--- src/include/bpwp_pkg.sv ---
//--------------------------------------------------------------
// Summary of operation
//--------------------------------------------------------------
// Summary of operation
// RULE_01 - Four breakpoint controls, thread mask bits 23:16
// RULE_02 - Bit 1 inverts breakpoint address compare
// RULE_03 - Bit 0 enables breakpoint, resets zero
// RULE_04 - Four data watch first addresses
// RULE_05 - Four data watch second addresses
// RULE_06 - Data watch control: thread mask, enable
// RULE_07 - Data watch bit 2 selects loads
// RULE_08 - Data watch bit 1: AND or OR
// RULE_09 - Four resource watch mask values
// RULE_10 - Four resource watch compare values
// RULE_11 - Resource watch control: thread mask, enable
// RULE_12 - Resource watch bit 1 picks condition
// RULE_13 - Breakpoint address match raises debug interrupt
// RULE_14 - Cause code 3, 4 or 5 recorded
// RULE_15 - Capture effective address or resource id
// RULE_16 - Record unit number and thread, lowest wins
// RULE_17 - Data conditions compare address registers
// RULE_18 - Resource conditions: masked equal, masked differ
package bpwp_pkg;

   //-----------------------------------------------------------
   // Geometry
   //-----------------------------------------------------------
   localparam int NUM_UNITS   = 4;
   localparam int NUM_THREADS = 8;

   //-----------------------------------------------------------
   // Register numbers
   //-----------------------------------------------------------
   localparam logic [7:0] OFS_CAUSE_RECORD = 8'h15;
   localparam logic [7:0] OFS_TRIGGER_DATA = 8'h16;
   localparam logic [7:0] OFS_IB_ADDR      = 8'h30;
   localparam logic [7:0] OFS_IB_CTRL      = 8'h40;
   localparam logic [7:0] OFS_DW_FIRST     = 8'h50;
   localparam logic [7:0] OFS_DW_SECOND    = 8'h60;
   localparam logic [7:0] OFS_DW_CTRL      = 8'h70;
   localparam logic [7:0] OFS_RW_MASK      = 8'h80;
   localparam logic [7:0] OFS_RW_VALUE     = 8'h90;
   localparam logic [7:0] OFS_RW_CTRL      = 8'h9c;
   localparam logic [7:0] OFS_IRQ_STATUS   = 8'ha0;
   localparam logic [7:0] OFS_IRQ_MASK     = 8'ha1;

   //-----------------------------------------------------------
   // Fields and reset values
   //-----------------------------------------------------------
   localparam int ENABLE_BIT    = 0;
   localparam int CONDITION_BIT = 1;
   localparam int LOAD_BIT      = 2;
   localparam int TMASK_LSB     = 16;
   localparam int TMASK_MSB     = 23;

   localparam logic [31:0] IB_CTRL_WMASK = 32'h00ff0003;
   localparam logic [31:0] DW_CTRL_WMASK = 32'h00ff0007;
   localparam logic [31:0] RW_CTRL_WMASK = 32'h00ff0003;
   localparam logic [31:0] CAUSE_WMASK   = 32'h0003ff07;
   localparam logic [31:0] REG_RESET     = 32'h00000000;

   localparam logic [2:0] CAUSE_IB = 3'h3;
   localparam logic [2:0] CAUSE_DW = 3'h4;
   localparam logic [2:0] CAUSE_RW = 3'h5;

   localparam int IRQ_IB   = 0;
   localparam int IRQ_DW   = 1;
   localparam int IRQ_RW   = 2;
   localparam int IRQ_BITS = 3;

   //-----------------------------------------------------------
   // Carriers
   //-----------------------------------------------------------
   typedef struct packed {
      logic        wr;
      logic        rd;
      logic [7:0]  addr;
      logic [31:0] wdata;
   } bus_req_t;

   typedef struct packed {
      logic        valid;
      logic [2:0]  thread;
      logic [31:0] pc;
   } inst_obs_t;

   typedef struct packed {
      logic        valid;
      logic        is_load;
      logic [2:0]  thread;
      logic [31:0] addr;
   } mem_obs_t;

   typedef struct packed {
      logic        valid;
      logic [2:0]  thread;
      logic [31:0] res_id;
   } res_obs_t;

endpackage : bpwp_pkg

--- src/rtl/breakpoint_watchpoint_unit.sv ---
// The address-and-strobe port was left to the implementer.
`timescale 1ns/10ps
module breakpoint_watchpoint_unit
   import bpwp_pkg::*;
(
   input  wire logic        sys_clk,
   input  wire logic        rst,
   input  wire logic        ce,
   input  wire bus_req_t    bus,
   output logic [31:0]      rdata,
   input  wire inst_obs_t   inst_obs,
   input  wire mem_obs_t    mem_obs,
   input  wire res_obs_t    res_obs,
   output logic             debug_irq
);

   //-----------------------------------------------------------
   // Storage
   //-----------------------------------------------------------
   logic [31:0]          ib_addr   [NUM_UNITS];
   logic [31:0]          ib_ctrl   [NUM_UNITS];
   logic [31:0]          dw_first  [NUM_UNITS];
   logic [31:0]          dw_second [NUM_UNITS];
   logic [31:0]          dw_ctrl   [NUM_UNITS];
   logic [31:0]          rw_mask   [NUM_UNITS];
   logic [31:0]          rw_value  [NUM_UNITS];
   logic [31:0]          rw_ctrl   [NUM_UNITS];
   logic [31:0]          cause_record;
   logic [31:0]          trigger_data;
   logic [IRQ_BITS-1:0]  irq_status;
   logic [IRQ_BITS-1:0]  irq_mask;

   logic [NUM_UNITS-1:0] ib_hit;
   logic [NUM_UNITS-1:0] dw_hit;
   logic [NUM_UNITS-1:0] rw_hit;
   logic [NUM_UNITS-1:0] ib_en;
   logic [NUM_UNITS-1:0] dw_en;
   logic [NUM_UNITS-1:0] rw_en;
   logic                 any_ib;
   logic                 any_dw;
   logic                 any_rw;
   logic [31:0]          next_rdata;

   function automatic logic [1:0] lowest_index(input logic [NUM_UNITS-1:0] v);
      logic [1:0] idx;
      idx = 2'h0;
      for (int k = NUM_UNITS - 1; k >= 0; k--) begin
         if (v[k]) begin
            idx = k[1:0];
         end
      end
      return idx;
   endfunction : lowest_index

   function automatic logic sel_wr(input bus_req_t b, input logic [7:0] base,
                                   input int n);
      return b.wr && (b.addr == base + 8'(n));
   endfunction : sel_wr

   //-----------------------------------------------------------
   // Per-unit registers and comparators
   //-----------------------------------------------------------
   for (genvar i = 0; i < NUM_UNITS; i++) begin : g_unit
      logic       dw_cond_a;
      logic       dw_cond_b;
      logic       dw_kind_ok;
      logic       rw_cond_a;
      logic       rw_cond_b;
      logic [7:0] ib_tmask;
      logic [7:0] dw_tmask;
      logic [7:0] rw_tmask;

      always_ff @(posedge sys_clk or posedge rst) begin
         if (rst) begin
            ib_addr[i] <= REG_RESET;
            ib_ctrl[i] <= REG_RESET;
         end else if (ce) begin
            if (sel_wr(bus, OFS_IB_ADDR, i)) begin
               ib_addr[i] <= bus.wdata;
            end
            if (sel_wr(bus, OFS_IB_CTRL, i)) begin
               ib_ctrl[i] <= bus.wdata & IB_CTRL_WMASK; // see RULE_01
            end
         end
      end

      always_ff @(posedge sys_clk or posedge rst) begin
         if (rst) begin
            dw_first[i]  <= REG_RESET;
            dw_second[i] <= REG_RESET;
            dw_ctrl[i]   <= REG_RESET;
         end else if (ce) begin
            if (sel_wr(bus, OFS_DW_FIRST, i)) begin
               dw_first[i] <= bus.wdata; // see RULE_04
            end
            if (sel_wr(bus, OFS_DW_SECOND, i)) begin
               dw_second[i] <= bus.wdata; // see RULE_05
            end
            if (sel_wr(bus, OFS_DW_CTRL, i)) begin
               dw_ctrl[i] <= bus.wdata & DW_CTRL_WMASK; // see RULE_06
            end
         end
      end

      always_ff @(posedge sys_clk or posedge rst) begin
         if (rst) begin
            rw_mask[i]  <= REG_RESET;
            rw_value[i] <= REG_RESET;
            rw_ctrl[i]  <= REG_RESET;
         end else if (ce) begin
            if (sel_wr(bus, OFS_RW_MASK, i)) begin
               rw_mask[i] <= bus.wdata; // see RULE_09
            end
            if (sel_wr(bus, OFS_RW_VALUE, i)) begin
               rw_value[i] <= bus.wdata; // see RULE_10
            end
            if (sel_wr(bus, OFS_RW_CTRL, i)) begin
               rw_ctrl[i] <= bus.wdata & RW_CTRL_WMASK; // see RULE_11
            end
         end
      end

      assign ib_tmask = ib_ctrl[i][TMASK_MSB:TMASK_LSB];
      assign dw_tmask = dw_ctrl[i][TMASK_MSB:TMASK_LSB];
      assign rw_tmask = rw_ctrl[i][TMASK_MSB:TMASK_LSB];
      assign ib_en[i] = ib_ctrl[i][ENABLE_BIT];
      assign dw_en[i] = dw_ctrl[i][ENABLE_BIT];
      assign rw_en[i] = rw_ctrl[i][ENABLE_BIT];

      // Equal or differ on the program counter
      assign ib_hit[i] = inst_obs.valid && ib_en[i]                  // see RULE_03
                      && ib_tmask[inst_obs.thread]                   // see RULE_01
                      && ((inst_obs.pc == ib_addr[i])
                          ^ ib_ctrl[i][CONDITION_BIT]);              // see RULE_02

      assign dw_cond_a  = (mem_obs.addr == dw_first[i]);             // see RULE_17
      assign dw_cond_b  = (mem_obs.addr == dw_second[i]);            // see RULE_17
      // Load bit picks loads; clear, the unit watches stores only
      assign dw_kind_ok = (mem_obs.is_load == dw_ctrl[i][LOAD_BIT]); // see RULE_07
      assign dw_hit[i]  = mem_obs.valid && dw_en[i] && dw_kind_ok
                       && dw_tmask[mem_obs.thread]                   // see RULE_06
                       && (dw_ctrl[i][CONDITION_BIT]
                           ? (dw_cond_a || dw_cond_b)
                           : (dw_cond_a && dw_cond_b));              // see RULE_08

      assign rw_cond_a = ((res_obs.res_id & rw_mask[i])
                          == (rw_value[i] & rw_mask[i]));            // see RULE_18
      assign rw_cond_b = !rw_cond_a;                                 // see RULE_18
      assign rw_hit[i] = res_obs.valid && rw_en[i]
                      && rw_tmask[res_obs.thread]                    // see RULE_11
                      && (rw_ctrl[i][CONDITION_BIT]
                          ? rw_cond_b : rw_cond_a);                  // see RULE_12
   end

   assign any_ib = |ib_hit;
   assign any_dw = |dw_hit;
   assign any_rw = |rw_hit;

   //-----------------------------------------------------------
   // Trigger record
   //-----------------------------------------------------------
   // Instruction breakpoints outrank data, data outrank resource
   always_ff @(posedge sys_clk or posedge rst) begin
      if (rst) begin
         cause_record <= REG_RESET;
      end else if (ce) begin
         if (any_ib) begin
            cause_record <= {14'h0, lowest_index(ib_hit), 5'h0,
                             inst_obs.thread, 5'h0, CAUSE_IB};       // see RULE_14
         end else if (any_dw) begin
            cause_record <= {14'h0, lowest_index(dw_hit), 5'h0,
                             mem_obs.thread, 5'h0, CAUSE_DW};        // see RULE_16
         end else if (any_rw) begin
            cause_record <= {14'h0, lowest_index(rw_hit), 5'h0,
                             res_obs.thread, 5'h0, CAUSE_RW};        // see RULE_14
         end else if (bus.wr && bus.addr == OFS_CAUSE_RECORD) begin
            cause_record <= bus.wdata & CAUSE_WMASK;
         end
      end
   end

   // Breakpoints leave the data record alone
   always_ff @(posedge sys_clk or posedge rst) begin
      if (rst) begin
         trigger_data <= REG_RESET;
      end else if (ce) begin
         if (!any_ib && any_dw) begin
            trigger_data <= mem_obs.addr; // see RULE_15
         end else if (!any_ib && any_rw) begin
            trigger_data <= res_obs.res_id; // see RULE_15
         end else if (!any_ib && bus.wr && bus.addr == OFS_TRIGGER_DATA) begin
            trigger_data <= bus.wdata;
         end
      end
   end

   //-----------------------------------------------------------
   // Interrupt status and mask
   //-----------------------------------------------------------
   // A new event beats a clear in the same cycle
   always_ff @(posedge sys_clk or posedge rst) begin
      if (rst) begin
         irq_status <= '0;
      end else if (ce) begin
         irq_status <= (irq_status
                        & ~((bus.wr && bus.addr == OFS_IRQ_STATUS)
                            ? bus.wdata[IRQ_BITS-1:0] : '0))
                       | {any_rw, any_dw, any_ib};                   // see RULE_13
      end
   end

   always_ff @(posedge sys_clk or posedge rst) begin
      if (rst) begin
         irq_mask <= '0;
      end else if (ce && bus.wr && bus.addr == OFS_IRQ_MASK) begin
         irq_mask <= bus.wdata[IRQ_BITS-1:0];
      end
   end

   assign debug_irq = |(irq_status & irq_mask); // see RULE_13

   //-----------------------------------------------------------
   // Read port
   //-----------------------------------------------------------
   always_comb begin
      next_rdata = 32'h0;
      if (bus.addr == OFS_CAUSE_RECORD) begin
         next_rdata = cause_record;
      end else if (bus.addr == OFS_TRIGGER_DATA) begin
         next_rdata = trigger_data;
      end else if (bus.addr == OFS_IRQ_STATUS) begin
         next_rdata = {29'h0, irq_status};
      end else if (bus.addr == OFS_IRQ_MASK) begin
         next_rdata = {29'h0, irq_mask};
      end else begin
         for (int n = 0; n < NUM_UNITS; n++) begin
            if (bus.addr == OFS_IB_ADDR + 8'(n)) next_rdata = ib_addr[n];
            if (bus.addr == OFS_IB_CTRL + 8'(n)) next_rdata = ib_ctrl[n];
            if (bus.addr == OFS_DW_FIRST + 8'(n)) next_rdata = dw_first[n];
            if (bus.addr == OFS_DW_SECOND + 8'(n)) next_rdata = dw_second[n];
            if (bus.addr == OFS_DW_CTRL + 8'(n)) next_rdata = dw_ctrl[n];
            if (bus.addr == OFS_RW_MASK + 8'(n)) next_rdata = rw_mask[n];
            if (bus.addr == OFS_RW_VALUE + 8'(n)) next_rdata = rw_value[n];
            if (bus.addr == OFS_RW_CTRL + 8'(n)) next_rdata = rw_ctrl[n];
         end
      end
   end

   // Data only in the cycle after the strobe, zero otherwise
   always_ff @(posedge sys_clk or posedge rst) begin
      if (rst) begin
         rdata <= 32'h0;
      end else if (ce) begin
         rdata <= bus.rd ? next_rdata : 32'h0;
      end
   end
endmodule : breakpoint_watchpoint_unit

--- config.mk ---
export PLATFORM = sky130hd
export DESIGN_NAME = breakpoint_watchpoint_unit
export DESIGN_NICKNAME = d
export VERILOG_FILES = /design/src/include/bpwp_pkg.sv /design/src/rtl/breakpoint_watchpoint_unit.sv
export SDC_FILE = /design/constraint.sdc
export NUM_CORES = 2
export LEC_CHECK = 0
export BUFFER_PORTS_ARGS = -buffer_cell sky130_fd_sc_hd__buf_2
export CAP_MARGIN = 20
export CORE_ASPECT_RATIO = 2
export CORE_MARGIN = 2
export CORE_UTILIZATION = 49
export DETAILED_ROUTE_END_ITERATION = 10
export PLACE_DENSITY = 0.66
export RECOVER_POWER = 100
export SLEW_MARGIN = 30
export SYNTH_ARGS = -nofsm -noshare
export SYNTH_HDL_FRONTEND = slang
export SYNTH_SLANG_ARGS = --single-unit
--- constraint.sdc ---
create_clock -name sys_clk -period 29.1 [get_ports sys_clk]
set_clock_uncertainty 0.1 [all_clocks]
set_input_delay 0 -clock sys_clk [delete_from_list [all_inputs] [get_ports sys_clk]]
set_output_delay 0 -clock sys_clk [all_outputs]
set_load 0.005 [all_outputs]
==> metrics.md <==
| Metric | Value |
|---|---|
| Max frequency | `66.40 MHz` |
| Final Hold Viols | `0` |
| DRT antenna net count | `0` |
| CP Class | `input port to async pin` |
| Endpoints failing setup | `0` |
| Tightest Pin Transition | `8317 ps` |
| CP endpoint kind | `async pin` |
| Most common cell after layout, fill and taps aside | `dfrtp_1` |
| Die footprint | `0.09806 sq mm` |
| Die X | `222.4 microns` |
| Final HPWL from detailed placement | `174.1 mm` |
| Via/cell ratio | `7.294` |
| Asr flop ratio synth | `100.0%` |
| FP Rows | `160` |
| Mapped Area | `0.04676 sq mm` |
| Netlist cell types | `85` |
| Critical Path Stages | `7` |
| Area delta synth->final | `12.19%` |
| Initial antenna violation count | `19` |
| Clock slew at reported path FFs | `70 ps` |
| CP cell instances | `dlygate4sd3_1, buf_2, dlygate4sd3_1, clkinvlp_2, clkbuf_1, clkbuf_1, clkbuf_1` |
| Syn nets | `4,299` |
| Min-Delay Path Depth | `3` |
| Worst-path fanout max | `142` |
| Max cap viols | `47` |
| Total GRT Usage | `49.09%` |
| CP max stage delay | `5920 ps` |
| Core ar. | `0.09489 sq mm` |
| Worst r2r path cells | `11` |
| Slew HR | `-454.4%` |
| Hold slack | `37.39 ps` |
| Max stage delay cell, worst path | `clkbuf_1` |
| DRC Markers | `0` |
| Flop2flop setup slack | `21,950 ps` |
| Global-route wire length before repair | `328.0 mm` |
| Setup_tns | `0 ps` |
| WL/cell | `43.51 microns` |
| CP top delay family | `buffers and inverters` |
| Area leader, netlist | `dfrtp_1` |
| Ports | `187` |
| Clock Path Buffers | `3` |
| Synthesized flop and latch total | `847` |
| Total grt overflow | `0` |
| RSZ-0062 raised after global routing | `false` |
| Largest cells by area after synthesis | `dfrtp_1 45%, mux2_2 20%, xnor2_1 4.9%` |
| Syn Inst Count | `4,145` |
| Detailed Route Iter0 Violations | `5,475` |
| Total CTS buffers | `80` |
| Final Cycle Share | `51.76%` |
| Die height | `440.9 microns` |
| Fin. max-slew vios | `1,741` |
| Mean Syn Cell Area | `11.28 sq um` |
| Pwr/cell area | `52.50 mW/mm^2` |
| Commonest cells after routing, fill and taps aside | `847 x dfrtp_1, 823 x mux2_2, 251 x xnor2_1` |
| Port bufs | `186` |
| Vias | `40,301` |
| Seq/Total Area, Yosys | `45.33%` |
| Worst setup SP type | `input port` |
| Routability cong. | `1.070` |
| CP bufs+invs | `7` |
| Post-route core utilization | `55.28%` |
| Required time of the critical path | `28,770 ps` |
| FILL cells | `8,388` |
| Peak supply drop | `0.00003777 V` |
| Final wirelength | `240.4 mm` |
| Number of synthesized flops with an enable pin | `0` |
| CTS root buf | `clkbuf_16` |
| Synth top area share | `45.33%` |
| CTS tree | `built` |
| Layout cell share with drive strength beyond 1 | `28.96%` |
| DRT Pass-1 Iters | `8` |
| Clock Latency Late Sink | `730 ps` |
| Failing checks | `max-capacitance violations, max-slew violations` |
| Number of global-route vias before repair | `39,549` |
| WP data arrival | `14,730 ps` |
| Largest net degree at the start of global routing | `143` |
| Worst hold path class | `input port to flip-flop` |
| Initial Util | `49.27%` |
| Top FF cell, synth | `dfrtp_1` |
| Outcome | `finished, violations left` |
| Leakage Power | `24.10 nW` |
| Crit path time final | `15,060 ps` |
| Crit-path most repeated cell | `clkbuf_1` |
| Clock tree sinks | `847` |
| Fin nets | `4,393` |
| YS warnings | `0` |
| CTS H-tree lvls | `3` |
[worst paths after layout]
check / start / endpoint
max in group sys_clk: bus[37] / rdata[4]
worst max-delay path: rst / rw_mask[127]
min in group asynchronous: rst / rw_ctrl[1]
worst max register to register: rw_value[97] / trigger_data[12]
worst min register to register: rdata[10] / rdata[10]
worst min-delay path: mem_obs[23] / trigger_data[23]
[power breakdown]
| group | internal, mW | switching, mW |
|---|---|---|
| Sequential | 1.21 | 0.0428 |
| Clock | 0.674 | 0.505 |
| Combinational | 0.0944 | 0.229 |
[layout make-up]
type	instances	area [sq um]	share of cell area (%)
Sequential cell	847	21200	40.41
Clock inverter	25	425.4	0.8110
Antenna cell	11	27.53	0.05247
Timing Repair Buffer	384	2472	4.713
Inverter	24	91.34	0.1741
Multi-Input combinational cell	2902	24310	46.34
Clock buffer	117	2416	4.606
Tap cell	1215	1520	2.898
[through the flow]
step | cell area [sq um] | instances | worst slack [ps] | total power [mW]
floorplan | 46760 | 4145 | 5202 | 1.406
global placement | 48560 | 5262 | 23710 | 1.555
detailed placement | 48750 | 5267 | 23640 | 1.559
CTS | 52560 | 5506 | 23090 | 2.722
global route | 52430 | 5515 | 11970 | 2.795
finish | 52460 | 5525 | 14040 | 2.754
[worst min-delay path: stages]
cell and delay, ps:
buf_2 460, mux2_1 220, mux2_2 130
[cell usage after synthesis, types with 59 or more instances]
cell type  count
dfrtp_1      847
mux2_2       823
clkbuf_1     263
xnor2_1      260
xor2_1       256
o21ai_0      217
nand2_1      171
nor2_1       158
a21oi_1      123
a22oi_1      112
nand4_1       90
a221oi_1      89
nor4_1        59
[layer usage]
metal  global-route usage (%)  vias up  part of all wire [%]
met1                    50.53    20414                    32
li1                         -    15441                     -
met2                    75.90     3193                    45
met5                  0.09926        -                 0.015
met4                    56.67        6                    15
met3                    13.55     1247                   8.9
[cells by family after synthesis]
| logic type | share of synthesized area, % |
|---|---|
| multiplexers | 22.38 |
| AO/OA/AOI/OAI | 12.47 |
| flip-flops | 45.33 |
| AND/OR/NAND/NOR | 6.655 |
| XOR/XNOR | 9.666 |
| buffers and inverters | 3.415 |
| adder cells (fa/ha/maj) | 0.08564 |
[registers in the layout, indices dropped and copies added, names as in the netlist]
| name | count |
|---|---|
| dw_first | 128 |
| dw_second | 128 |
| ib_addr | 128 |
| rw_mask | 128 |
| rw_value | 128 |
| dw_ctrl | 44 |
| g_unit.ib_tmask | 32 |
| g_unit.rw_tmask | 32 |
| rdata | 32 |
| trigger_data | 32 |
| cause_record | 13 |
| ib_ctrl | 8 |
| rw_ctrl | 8 |
| irq_mask | 3 |
| irq_status | 3 |
[timing repair]
item                                   in CTS  in global routing
resized for setup                           0                  0
setup buffers                               0                  0
endpoints found under the hold margin     768                 46
hold buffers                               97                  2
Power figures use the tool's default switching activity.
